===== config.mk =====
export PLATFORM = sky130hd
export DESIGN_NAME = bms_boot_mode_selector
export DESIGN_NICKNAME = d
export VERILOG_FILES = /design/src/shared/bms_pkg.sv /design/src/rtl/bms_boot_mode_selector.sv /design/src/rtl/bms_chan_det.sv
export SDC_FILE = /design/constraint.sdc
export NUM_CORES = 1
export LEC_CHECK = 0
export BUFFER_PORTS_ARGS = -buffer_cell sky130_fd_sc_hd__buf_4
export CAP_MARGIN = 20
export CORE_MARGIN = 2
export CORE_UTILIZATION = 25
export CTS_CLUSTER_SIZE = 30
export DETAILED_ROUTE_END_ITERATION = 8
export SLEW_MARGIN = 15
export SYNTH_ARGS = -nofsm -noshare
export SYNTH_HDL_FRONTEND = slang
export SYNTH_SLANG_ARGS = --single-unit
export TNS_END_PERCENT = 30

===== constraint.sdc =====
create_clock -name CLOCK_I -period 4.15 [get_ports CLOCK_I]
set_input_delay 0.415 -clock CLOCK_I [delete_from_list [all_inputs] [get_ports CLOCK_I]]
set_output_delay 0.415 -clock CLOCK_I [all_outputs]
set_load 0.05 [all_outputs]

===== src/shared/bms_pkg.sv =====
// What this block does
// - capture config port low bits 5 and 4 at external reset rising edge
// - code 11: user mode, user flash at address zero for code and data
// - code 10: standard loader, code fetches from test flash, user flash readable
// - code 01: selective boot, code fetches to test flash, extra checks decide
// - standard loader watches uart and can one receive lines for first event
// - uart start condition first selects uart loader; host sends it
// - valid dominant can bit first selects can loader; host drives it
// - selective boot computes signature from two flash words, compares with reference
// - signature pass: software reset sequence then user code
// - signature fail: read user key location to decide behaviour
// - key picks standard loader, uart only, can only, or endless loop
package bms_pkg;
   localparam int BMS_ADDR_W = 24;
   localparam logic [BMS_ADDR_W-1:0] BMS_BOOT_ADDR = 24'h000000;
   localparam int BMS_CFG_W = 16;
   localparam int BMS_PIN_HI = 5;
   localparam int BMS_PIN_LO = 4;
   localparam logic [1:0] BMS_CODE_USER = 2'h3;
   localparam logic [1:0] BMS_CODE_STD = 2'h2;
   localparam logic [1:0] BMS_CODE_SEL = 2'h1;
   // dominant bit must stay low this many ns to count as valid
   localparam int BMS_CAN_VALID_NS = 80;
   localparam int BMS_CLK_NS = 8;
   localparam int BMS_CAN_VALID_CYC = (BMS_CAN_VALID_NS + BMS_CLK_NS - 1) / BMS_CLK_NS;
   localparam int BMS_CNT_W = 8;

   typedef enum logic [9:0] {
      BMS_IDLE   = 10'h001,
      BMS_USER   = 10'h002,
      BMS_SCAN   = 10'h004,
      BMS_UART   = 10'h008,
      BMS_CAN    = 10'h010,
      BMS_RD0    = 10'h020,
      BMS_RD1    = 10'h040,
      BMS_RDKEY  = 10'h080,
      BMS_SRST   = 10'h100,
      BMS_LOOP   = 10'h200
   } bms_state_type;

   typedef struct packed {
      logic user_mode;
      logic code_test_flash;
      logic data_user_flash;
      logic sw_reset;
      logic uart_loader;
      logic can_loader;
      logic endless_loop;
      logic reserved_code;
   } bms_status_type;

   typedef struct packed {
      logic req;
      logic [BMS_ADDR_W-1:0] addr;
   } bms_flash_req_type;
endpackage


===== src/rtl/bms_boot_mode_selector.sv =====
`timescale 1ns/1ps
module bms_boot_mode_selector
   import bms_pkg::*;
#(
   parameter logic [BMS_ADDR_W-1:0] SIG_ADDR0 = 24'h000100,
   parameter logic [BMS_ADDR_W-1:0] SIG_ADDR1 = 24'h000102,
   parameter logic [BMS_ADDR_W-1:0] KEY_ADDR = 24'h000104,
   parameter logic [15:0] SIG_REF = 16'hFFFF,
   parameter logic [15:0] KEY_STD = 16'h0001,
   parameter logic [15:0] KEY_UART = 16'h0002,
   parameter logic [15:0] KEY_CAN = 16'h0003
) (
   input wire logic CLOCK_I,
   input wire logic NRST_I,
   input wire logic CE_I,
   input wire logic EXT_RESET_N_I,
   input wire logic [BMS_CFG_W-1:0] CONFIG_PORT_LOW_I,
   input wire logic UART_RX_I,
   input wire logic CAN_RX_I,
   input wire logic FLASH_ACK_I,
   input wire logic [15:0] FLASH_DATA_I,
   output bms_flash_req_type FLASH_REQ_O,
   output logic [BMS_CFG_W-1:0] CONFIG_LATCHED_O,
   output logic [BMS_ADDR_W-1:0] FETCH_BASE_O,
   output bms_status_type STATUS_O
);
   logic rst_meta;
   logic rst_n;
   logic ext_prev;
   bms_state_type state;
   bms_state_type next_state;
   logic [BMS_CFG_W-1:0] cfg;
   logic [BMS_CFG_W-1:0] next_cfg;
   logic [15:0] word0;
   logic [15:0] next_word0;
   logic uart_en;
   logic can_en;
   logic next_uart_en;
   logic next_can_en;
   bms_status_type stat;
   bms_status_type next_stat;
   logic uart_hit;
   logic can_hit;
   logic ext_rise;

   // signature: sum of the two reserved words
   function automatic logic sig_ok(input logic [15:0] a, input logic [15:0] b);
      return 16'(a + b) == SIG_REF;
   endfunction

   always_ff @(posedge CLOCK_I or negedge NRST_I) begin
      if (!NRST_I) begin
         rst_meta <= 1'b0;
         rst_n <= 1'b0;
      end else begin
         rst_meta <= 1'b1;
         rst_n <= rst_meta;
      end
   end

   // external reset taken as synchronous; latch on its rise only
   assign ext_rise = EXT_RESET_N_I && !ext_prev;

   bms_chan_det u_det (
      .clk_i(CLOCK_I),
      .rst_n_i(rst_n),
      .ce_i(CE_I),
      .arm_i(state == BMS_SCAN),
      .uart_en_i(uart_en),
      .can_en_i(can_en),
      .uart_rx_i(UART_RX_I),
      .can_rx_i(CAN_RX_I),
      .uart_hit_o(uart_hit),
      .can_hit_o(can_hit)
   );

   always_comb begin
      next_state = state;
      next_cfg = cfg;
      next_word0 = word0;
      next_uart_en = uart_en;
      next_can_en = can_en;
      next_stat = stat;
      FLASH_REQ_O.req = 1'b0;
      FLASH_REQ_O.addr = BMS_BOOT_ADDR;
      if (!EXT_RESET_N_I) begin
         next_state = BMS_IDLE;
      end else if (ext_rise) begin
         next_cfg = CONFIG_PORT_LOW_I;
         next_stat = '0;
         next_uart_en = 1'b1;
         next_can_en = 1'b1;
         unique case ({CONFIG_PORT_LOW_I[BMS_PIN_HI], CONFIG_PORT_LOW_I[BMS_PIN_LO]})
            BMS_CODE_USER: begin
               next_state = BMS_USER;
               next_stat.user_mode = 1'b1;
               next_stat.data_user_flash = 1'b1;
            end
            BMS_CODE_STD: begin
               next_state = BMS_SCAN;
               next_stat.code_test_flash = 1'b1;
               next_stat.data_user_flash = 1'b1;
            end
            BMS_CODE_SEL: begin
               next_state = BMS_RD0;
               next_stat.code_test_flash = 1'b1;
               next_stat.data_user_flash = 1'b1;
            end
            default: begin
               next_state = BMS_LOOP;
               next_stat.reserved_code = 1'b1;
               next_stat.endless_loop = 1'b1;
            end
         endcase
      end else begin
         unique case (state)
            BMS_IDLE, BMS_USER, BMS_UART, BMS_CAN, BMS_LOOP: begin
            end
            BMS_SCAN: begin
               if (uart_hit) begin
                  next_state = BMS_UART;
                  next_stat.uart_loader = 1'b1;
               end else if (can_hit) begin
                  next_state = BMS_CAN;
                  next_stat.can_loader = 1'b1;
               end
            end
            BMS_RD0: begin
               FLASH_REQ_O.req = 1'b1;
               FLASH_REQ_O.addr = SIG_ADDR0;
               if (FLASH_ACK_I) begin
                  next_word0 = FLASH_DATA_I;
                  next_state = BMS_RD1;
               end
            end
            BMS_RD1: begin
               FLASH_REQ_O.req = 1'b1;
               FLASH_REQ_O.addr = SIG_ADDR1;
               if (FLASH_ACK_I) begin
                  if (sig_ok(word0, FLASH_DATA_I)) begin
                     next_state = BMS_SRST;
                     next_stat.sw_reset = 1'b1;
                  end else begin
                     next_state = BMS_RDKEY;
                  end
               end
            end
            BMS_RDKEY: begin
               FLASH_REQ_O.req = 1'b1;
               FLASH_REQ_O.addr = KEY_ADDR;
               if (FLASH_ACK_I) begin
                  if (FLASH_DATA_I == KEY_STD) begin
                     next_state = BMS_SCAN;
                  end else if (FLASH_DATA_I == KEY_UART) begin
                     next_state = BMS_SCAN;
                     next_can_en = 1'b0;
                  end else if (FLASH_DATA_I == KEY_CAN) begin
                     next_state = BMS_SCAN;
                     next_uart_en = 1'b0;
                  end else begin
                     next_state = BMS_LOOP;
                     next_stat.endless_loop = 1'b1;
                  end
               end
            end
            // after the reset sequence user code runs from user flash
            BMS_SRST: begin
               next_state = BMS_USER;
               next_stat.sw_reset = 1'b0;
               next_stat.user_mode = 1'b1;
               next_stat.code_test_flash = 1'b0;
            end
            default: begin
               next_state = BMS_IDLE;
            end
         endcase
      end
   end

   always_ff @(posedge CLOCK_I or negedge rst_n) begin
      if (!rst_n) begin
         // idle level of the pin, so no false rise follows reset
         ext_prev <= 1'b1;
         state <= BMS_IDLE;
         cfg <= '0;
         word0 <= '0;
         uart_en <= 1'b0;
         can_en <= 1'b0;
         stat <= '0;
      end else if (CE_I) begin
         ext_prev <= EXT_RESET_N_I;
         state <= next_state;
         cfg <= next_cfg;
         word0 <= next_word0;
         uart_en <= next_uart_en;
         can_en <= next_can_en;
         stat <= next_stat;
      end
   end

   assign CONFIG_LATCHED_O = cfg;
   assign STATUS_O = stat;
   // both flash maps start at zero; the status bits say which array serves fetches
   assign FETCH_BASE_O = BMS_BOOT_ADDR;
endmodule // bms_boot_mode_selector


===== src/rtl/bms_chan_det.sv =====
`timescale 1ns/1ps
module bms_chan_det
   import bms_pkg::*;
#(
   parameter int VALID_CYC = BMS_CAN_VALID_CYC
) (
   input wire logic clk_i,
   input wire logic rst_n_i,
   input wire logic ce_i,
   input wire logic arm_i,
   input wire logic uart_en_i,
   input wire logic can_en_i,
   input wire logic uart_rx_i,
   input wire logic can_rx_i,
   output logic uart_hit_o,
   output logic can_hit_o
);
   logic uart_prev;
   logic [BMS_CNT_W-1:0] can_cnt;
   logic next_uart_prev;
   logic [BMS_CNT_W-1:0] next_can_cnt;

   always_comb begin
      next_uart_prev = uart_rx_i;
      next_can_cnt = '0;
      if (arm_i && can_en_i && !can_rx_i && !can_hit_o) begin
         next_can_cnt = can_cnt + BMS_CNT_W'(1);
      end
   end

   assign uart_hit_o = arm_i && uart_en_i && uart_prev && !uart_rx_i;
   assign can_hit_o = arm_i && can_en_i && !can_rx_i
      && (can_cnt >= BMS_CNT_W'(VALID_CYC - 1));

   always_ff @(posedge clk_i or negedge rst_n_i) begin
      if (!rst_n_i) begin
         uart_prev <= 1'b1;
         can_cnt <= '0;
      end else if (ce_i) begin
         uart_prev <= next_uart_prev;
         can_cnt <= next_can_cnt;
      end
   end
endmodule // bms_chan_det


Yosys cells after proc, flatten, opt, wreduce, memory -nomap -nowiden
Cells that the tools add are included.
- word-level logic and storage cells: 131
- input bits: 39
- output and inout bits: 73
- bits in registers: 64
- order comparisons: 1
- eq/ne operators: 28
- multiplexer cells: 47
- add/subtract/negate cells: 2
- bitwise logic cells: 1
- reduce and logical (&&, ||, !) cells: 34
- operators with widths (operator ; count):
    10-bit two-way mux ; 10
    25-bit case mux with 3 select lines ; 1
    10-bit case mux with 6 select lines ; 1
    25-bit two-way mux ; 2
    16-bit by 2-bit equality test with 1-bit output (second input constant) ; 2
    10-bit case mux with 3 select lines ; 1
    1-bit two-way mux ; 24
    16-bit adder ; 1
    16-bit by 1-bit equality test with 1-bit output (second input constant) ; 1
    16-bit equality test (second input constant) ; 1
    2-bit nonzero test ; 8
    5-bit AND reduction ; 3
    7-bit AND reduction ; 2
    4-bit inequality test (second input constant) ; 3
    6-bit AND reduction ; 2
    10-bit by 1-bit equality test with 1-bit output (second input constant) ; 1
    10-bit equality test (second input constant) ; 1
    10-bit by 2-bit equality test with 1-bit output (second input constant) ; 1
    10-bit by 3-bit equality test with 1-bit output (second input constant) ; 1
    10-bit by 4-bit equality test with 1-bit output (second input constant) ; 1
    10-bit by 5-bit equality test with 1-bit output (second input constant) ; 1
    10-bit by 6-bit equality test with 1-bit output (second input constant) ; 1
    10-bit by 7-bit equality test with 1-bit output (second input constant) ; 1
    10-bit by 8-bit equality test with 1-bit output (second input constant) ; 1
    22 further kinds ; 42

Depth between registers and ports, before layout
- depth after elaboration: 9
- depth in mapped cells: 10
- mapped depth without buffers: 10

By module
A second synthesis with hierarchy kept.
- cell total of the unflattened synthesis: 425
- area, all modules: 4247.8 µm²
- by module, submodules not included (module ; sequential area each (µm²) ; cells each ; area each (µm²) ; times used):
    bms_boot_mode_selector ; 1378.8 ; 372 ; 3727.3 ; 1
    bms_chan_det ; 226.5 ; 53 ; 520.5 ; 1

Worst setup path before layout
No wires, ideal clock.
- path type: register -> output
- start: reg state[9]
- end: out FLASH_REQ_O[24] (netlist name)
- arrival: 2.740 ns
- buffers on the path: 1
- required time: 3.735 ns
- stages on the path, launching flop included: 5
- setup slack: 0.995 ns
- cell sequence: dfrtp_1 > nor4_4 > or4b_1 > nor3_1 > buf_4
- RTL lines (what ; RTL line ; source):
    start, declared ; bms_boot_mode_selector.sv:30 ; bms_state_type state;
    start signal, assigned ; bms_boot_mode_selector.sv:192 ; state <= next_state;
    end, declared ; bms_boot_mode_selector.sv:22 ; output bms_flash_req_type FLASH_REQ_O,

==> flow_metrics.py <==
metrics = {
    "sta": {
        "fin_worst_skew_ps": 6.09,
        "timing.final.ws_setup_ps": 1200,
        "tns_ps": 0,
        "hold_viol": 0,
        "rsz0062_at_grt": "no",
        "slew_headroom": 0.405,
        "holdWs_ps": 302,
        "fmax_ghz": 0.339,
        "worstMarginPinSlew_ps": 891,
        "setup_viol": 0,
        "drv_slew": 0,
        "fin_crit_sh": 0.710,
        "layout_min_cycle_time_ps": 2950,
    },
    "die": {
        "coreArea_mm2": 0.0166,
        "row_count": 47,
        "fp.dieW_um": 134,
        "pin_count": 112,
        "die_h_um": 134,
        "start_util": 0.256,
        "die_area_mm2": 0.0181,
    },
    "route": {
        "routed_via_density": 4.54,
        "drt-initial-drc-count": 103,
        "drc": 0,
        "wirelength_um": 10200,
        "drt-pass1-iter-count": 4,
        "routedWlPerCell_um": 13.8,
        "num_vias": 3354,
        "postRouteAntennaNets": 0,
    },
    "place": {
        "place.gp.congestion": 0.922,
        "post-dp-hpwl_um": 7570,
        "post-place-ws_ps": 1160,
        "io_buffer_count": 66,
        "place_area_mm2": 0.00480,
        "dp.cells": 721,
    },
    "layout": {
        "synthToLayoutAreaGrowth_pct": 20.0,
        "fin_nets": 576,
        "diodes": 0,
        "n_fill_cell": 1738,
        "fin_util": 0.307,
        "drive_gt1_frac": 0.261,
        "postLayoutCellArea_mm2": 0.00510,
        "layout.cells.non_filler": 738,
    },
    "worst_setup_path": {
        "crit_arrival_ps": 2530,
        "crit_required_ps": 3730,
        "start_kind": "register",
        "max_stage_delay_ps": 530,
        "path_class": "reg2out",
        "path_cells": "nor4_4 > or4b_1 > or4_1 > nor2_1 > buf_4",
        "cp_slowest_cell": "or4b_1",
        "cp-end-kind": "output pin",
        "path_max_fanout": 5,
    },
    "job": {
        "max_cap_violations": 0,
    },
    "synth": {
        "synth.avg_cell_area_um2": 9.51,
        "synth_edf_count": 0,
        "yosysSeqAreaShare": 0.378,
        "netlist_area_mm2": 0.00425,
        "async_flop_share": 1.00,
        "ys_ff_latch": 64,
        "synth.distinct_cells": 65,
        "ys_warn_count": 0,
        "synth_cells": 447,
        "synthFlopType": "dfrtp_1",
    },
    "cts": {
        "cts_root_buffer": "clkbuf_16",
        "cts_max_level": 3,
        "cts.sinks": 64,
        "clockBufferDepth": 2,
        "post_cts_buffers": 0,
        "cts_tree": "done",
        "clock_latency_ps": 340,
        "cts_made_buffers": 9,
        "cts_resized": 0,
        "clk_pin_slew_ps": 60,
    },
    "grt": {
        "antenna_found_initial": 0,
        "grtUsageTotal": 0.117,
        "grt_max_degree": 33,
        "grt_pass1_wl_um": 16600,
        "grt_pass1_vias": 3150,
        "overflow": 0,
    },
    "power": {
        "p_per_area_mw_per_mm2": 404,
        "ir_drop_uv": 308,
        "power_mw": 2.06,
        "total_leakage_power_nw": 2.41,
    },
    "hold_path": {
        "min_path_type": "in2reg",
    },
    "run_status": {
        "status": "finished clean",
    },
}
==> logic make-up after synthesis <==
| kind of cell | synth area share |
|---|---|
| adders and majority gates | 0.0724 |
| xor gates and xnor gates | 0.0206 |
| muxes | 0.0966 |
| DFF | 0.378 |
| AOI/OAI and AO/OA | 0.157 |
| buffers and inverters | 0.116 |
| other | 0.00177 |
| and+or+nand+nor | 0.158 |
==> placed cells by master (no fill, tap or decap), drive strengths merged, types with 3 or more instances in the layout <==
| cell type | count |
|---|---|
| buf | 69 |
| dfrtp | 61 |
| conb | 46 |
| nand2 | 36 |
| mux2 | 34 |
| nor2 | 31 |
| o21ai | 31 |
| inv | 23 |
| ha | 23 |
| a21oi | 21 |
| nand3 | 11 |
| clkbuf | 10 |
| nand4 | 9 |
| a21o | 8 |
| xor2 | 7 |
| nor2b | 6 |
| nor4 | 6 |
| nand2b | 5 |
| a31oi | 5 |
| a211o | 5 |
| o21a | 5 |
| nor3 | 4 |
| nand4b | 4 |
| or4 | 3 |
| a211oi | 3 |
| xnor2 | 3 |
| clkinvlp | 3 |
| dfstp | 3 |
| o22ai | 3 |
| a31o | 3 |
| clkinv | 3 |
==> path summary, 6_finish.rpt <==
check,startpoint,depth (start not counted),end,slack (ps)
worst max-delay path,state[3],5,FLASH_REQ_O[1],1200
worst min-delay path,CONFIG_PORT_LOW_I[7],2,CONFIG_LATCHED_O[7],300
worst max register to register,word0[0],10,state[7],1290
worst min register to register,rst_n,0,CONFIG_LATCHED_O[8],320
max in group asynchronous,rst_n,1,state[0],2890
min in group asynchronous,rst_n,0,CONFIG_LATCHED_O[8],320
==> final cells by class <==
type                            instances  area, um^2  area share
Clock buffer                           10         239      0.0469
Clock inverter                          6        45.0     0.00883
Inverter                               23        86.3      0.0169
Multi-Input combinational cell        345        2320       0.455
Sequential cell                        64        1610       0.315
Tap cell                              220         275      0.0540
Timing Repair Buffer                   70         528       0.104
==> power breakdown <==
| group | internal, mW | total (mW) | switching (mW) |
|---|---|---|---|
| Clock | 0.421 | 0.723 | 0.303 |
| Combinational | 0.189 | 0.598 | 0.410 |
| Sequential | 0.689 | 0.737 | 0.0478 |
| Total | 1.30 | 2.06 | 0.760 |
==> Yosys cell counts (all sizes together), types with 4 or more instances <==
| cell type | number | area (um^2) |
|---|---|---|
| a211o | 5 | 43.8 |
| a21o | 8 | 60.1 |
| a21oi | 21 | 109 |
| a31oi | 5 | 31.3 |
| buf | 50 | 372 |
| clkbuf | 9 | 33.8 |
| dfrtp | 61 | 1530 |
| ha | 23 | 288 |
| inv | 23 | 86.3 |
| mux2 | 34 | 390 |
| nand2 | 36 | 135 |
| nand2b | 5 | 31.3 |
| nand3 | 11 | 60.1 |
| nand4 | 9 | 56.3 |
| nand4b | 4 | 35.0 |
| nor2 | 31 | 116 |
| nor2b | 6 | 37.5 |
| nor3 | 4 | 20.0 |
| nor4 | 6 | 52.6 |
| o21a | 5 | 38.8 |
| o21ai | 31 | 155 |
| xor2 | 7 | 61.3 |
==> state kept, by name (all words and copies together), names as in the netlist <==
signal,count
CONFIG_LATCHED_O,16
word0,16
state,10
STATUS_O,8
u_det.can_cnt,8
can_en,1
ext_prev,1
rst_meta,1
rst_n,1
u_det.uart_prev,1
uart_en,1
==> worst max-delay path, delay by kind of cell, from the launching register on <==
kind                   cells  cell delay, ps
buffers and inverters      1             240
DFF                        1             450
and+or+nand+nor            4            1500
==> routing by layer <==
metal / track usage / vias up / part of all wire
li1: - / 1640 / -
met1: 0.156 / 1575 / 0.47
met2: 0.176 / 121 / 0.44
met3: 0.0325 / 18 / 0.065
met4: 0.0503 / 0 / 0.024
met5: 0 / - / 0
==> timing repair <==
item                       CTS  global route
hold endpoints to repair     2             0
setup endpoints to repair    0             0
hold buffers                 1             0
Note: power is estimated with default switching activity, not from simulation.
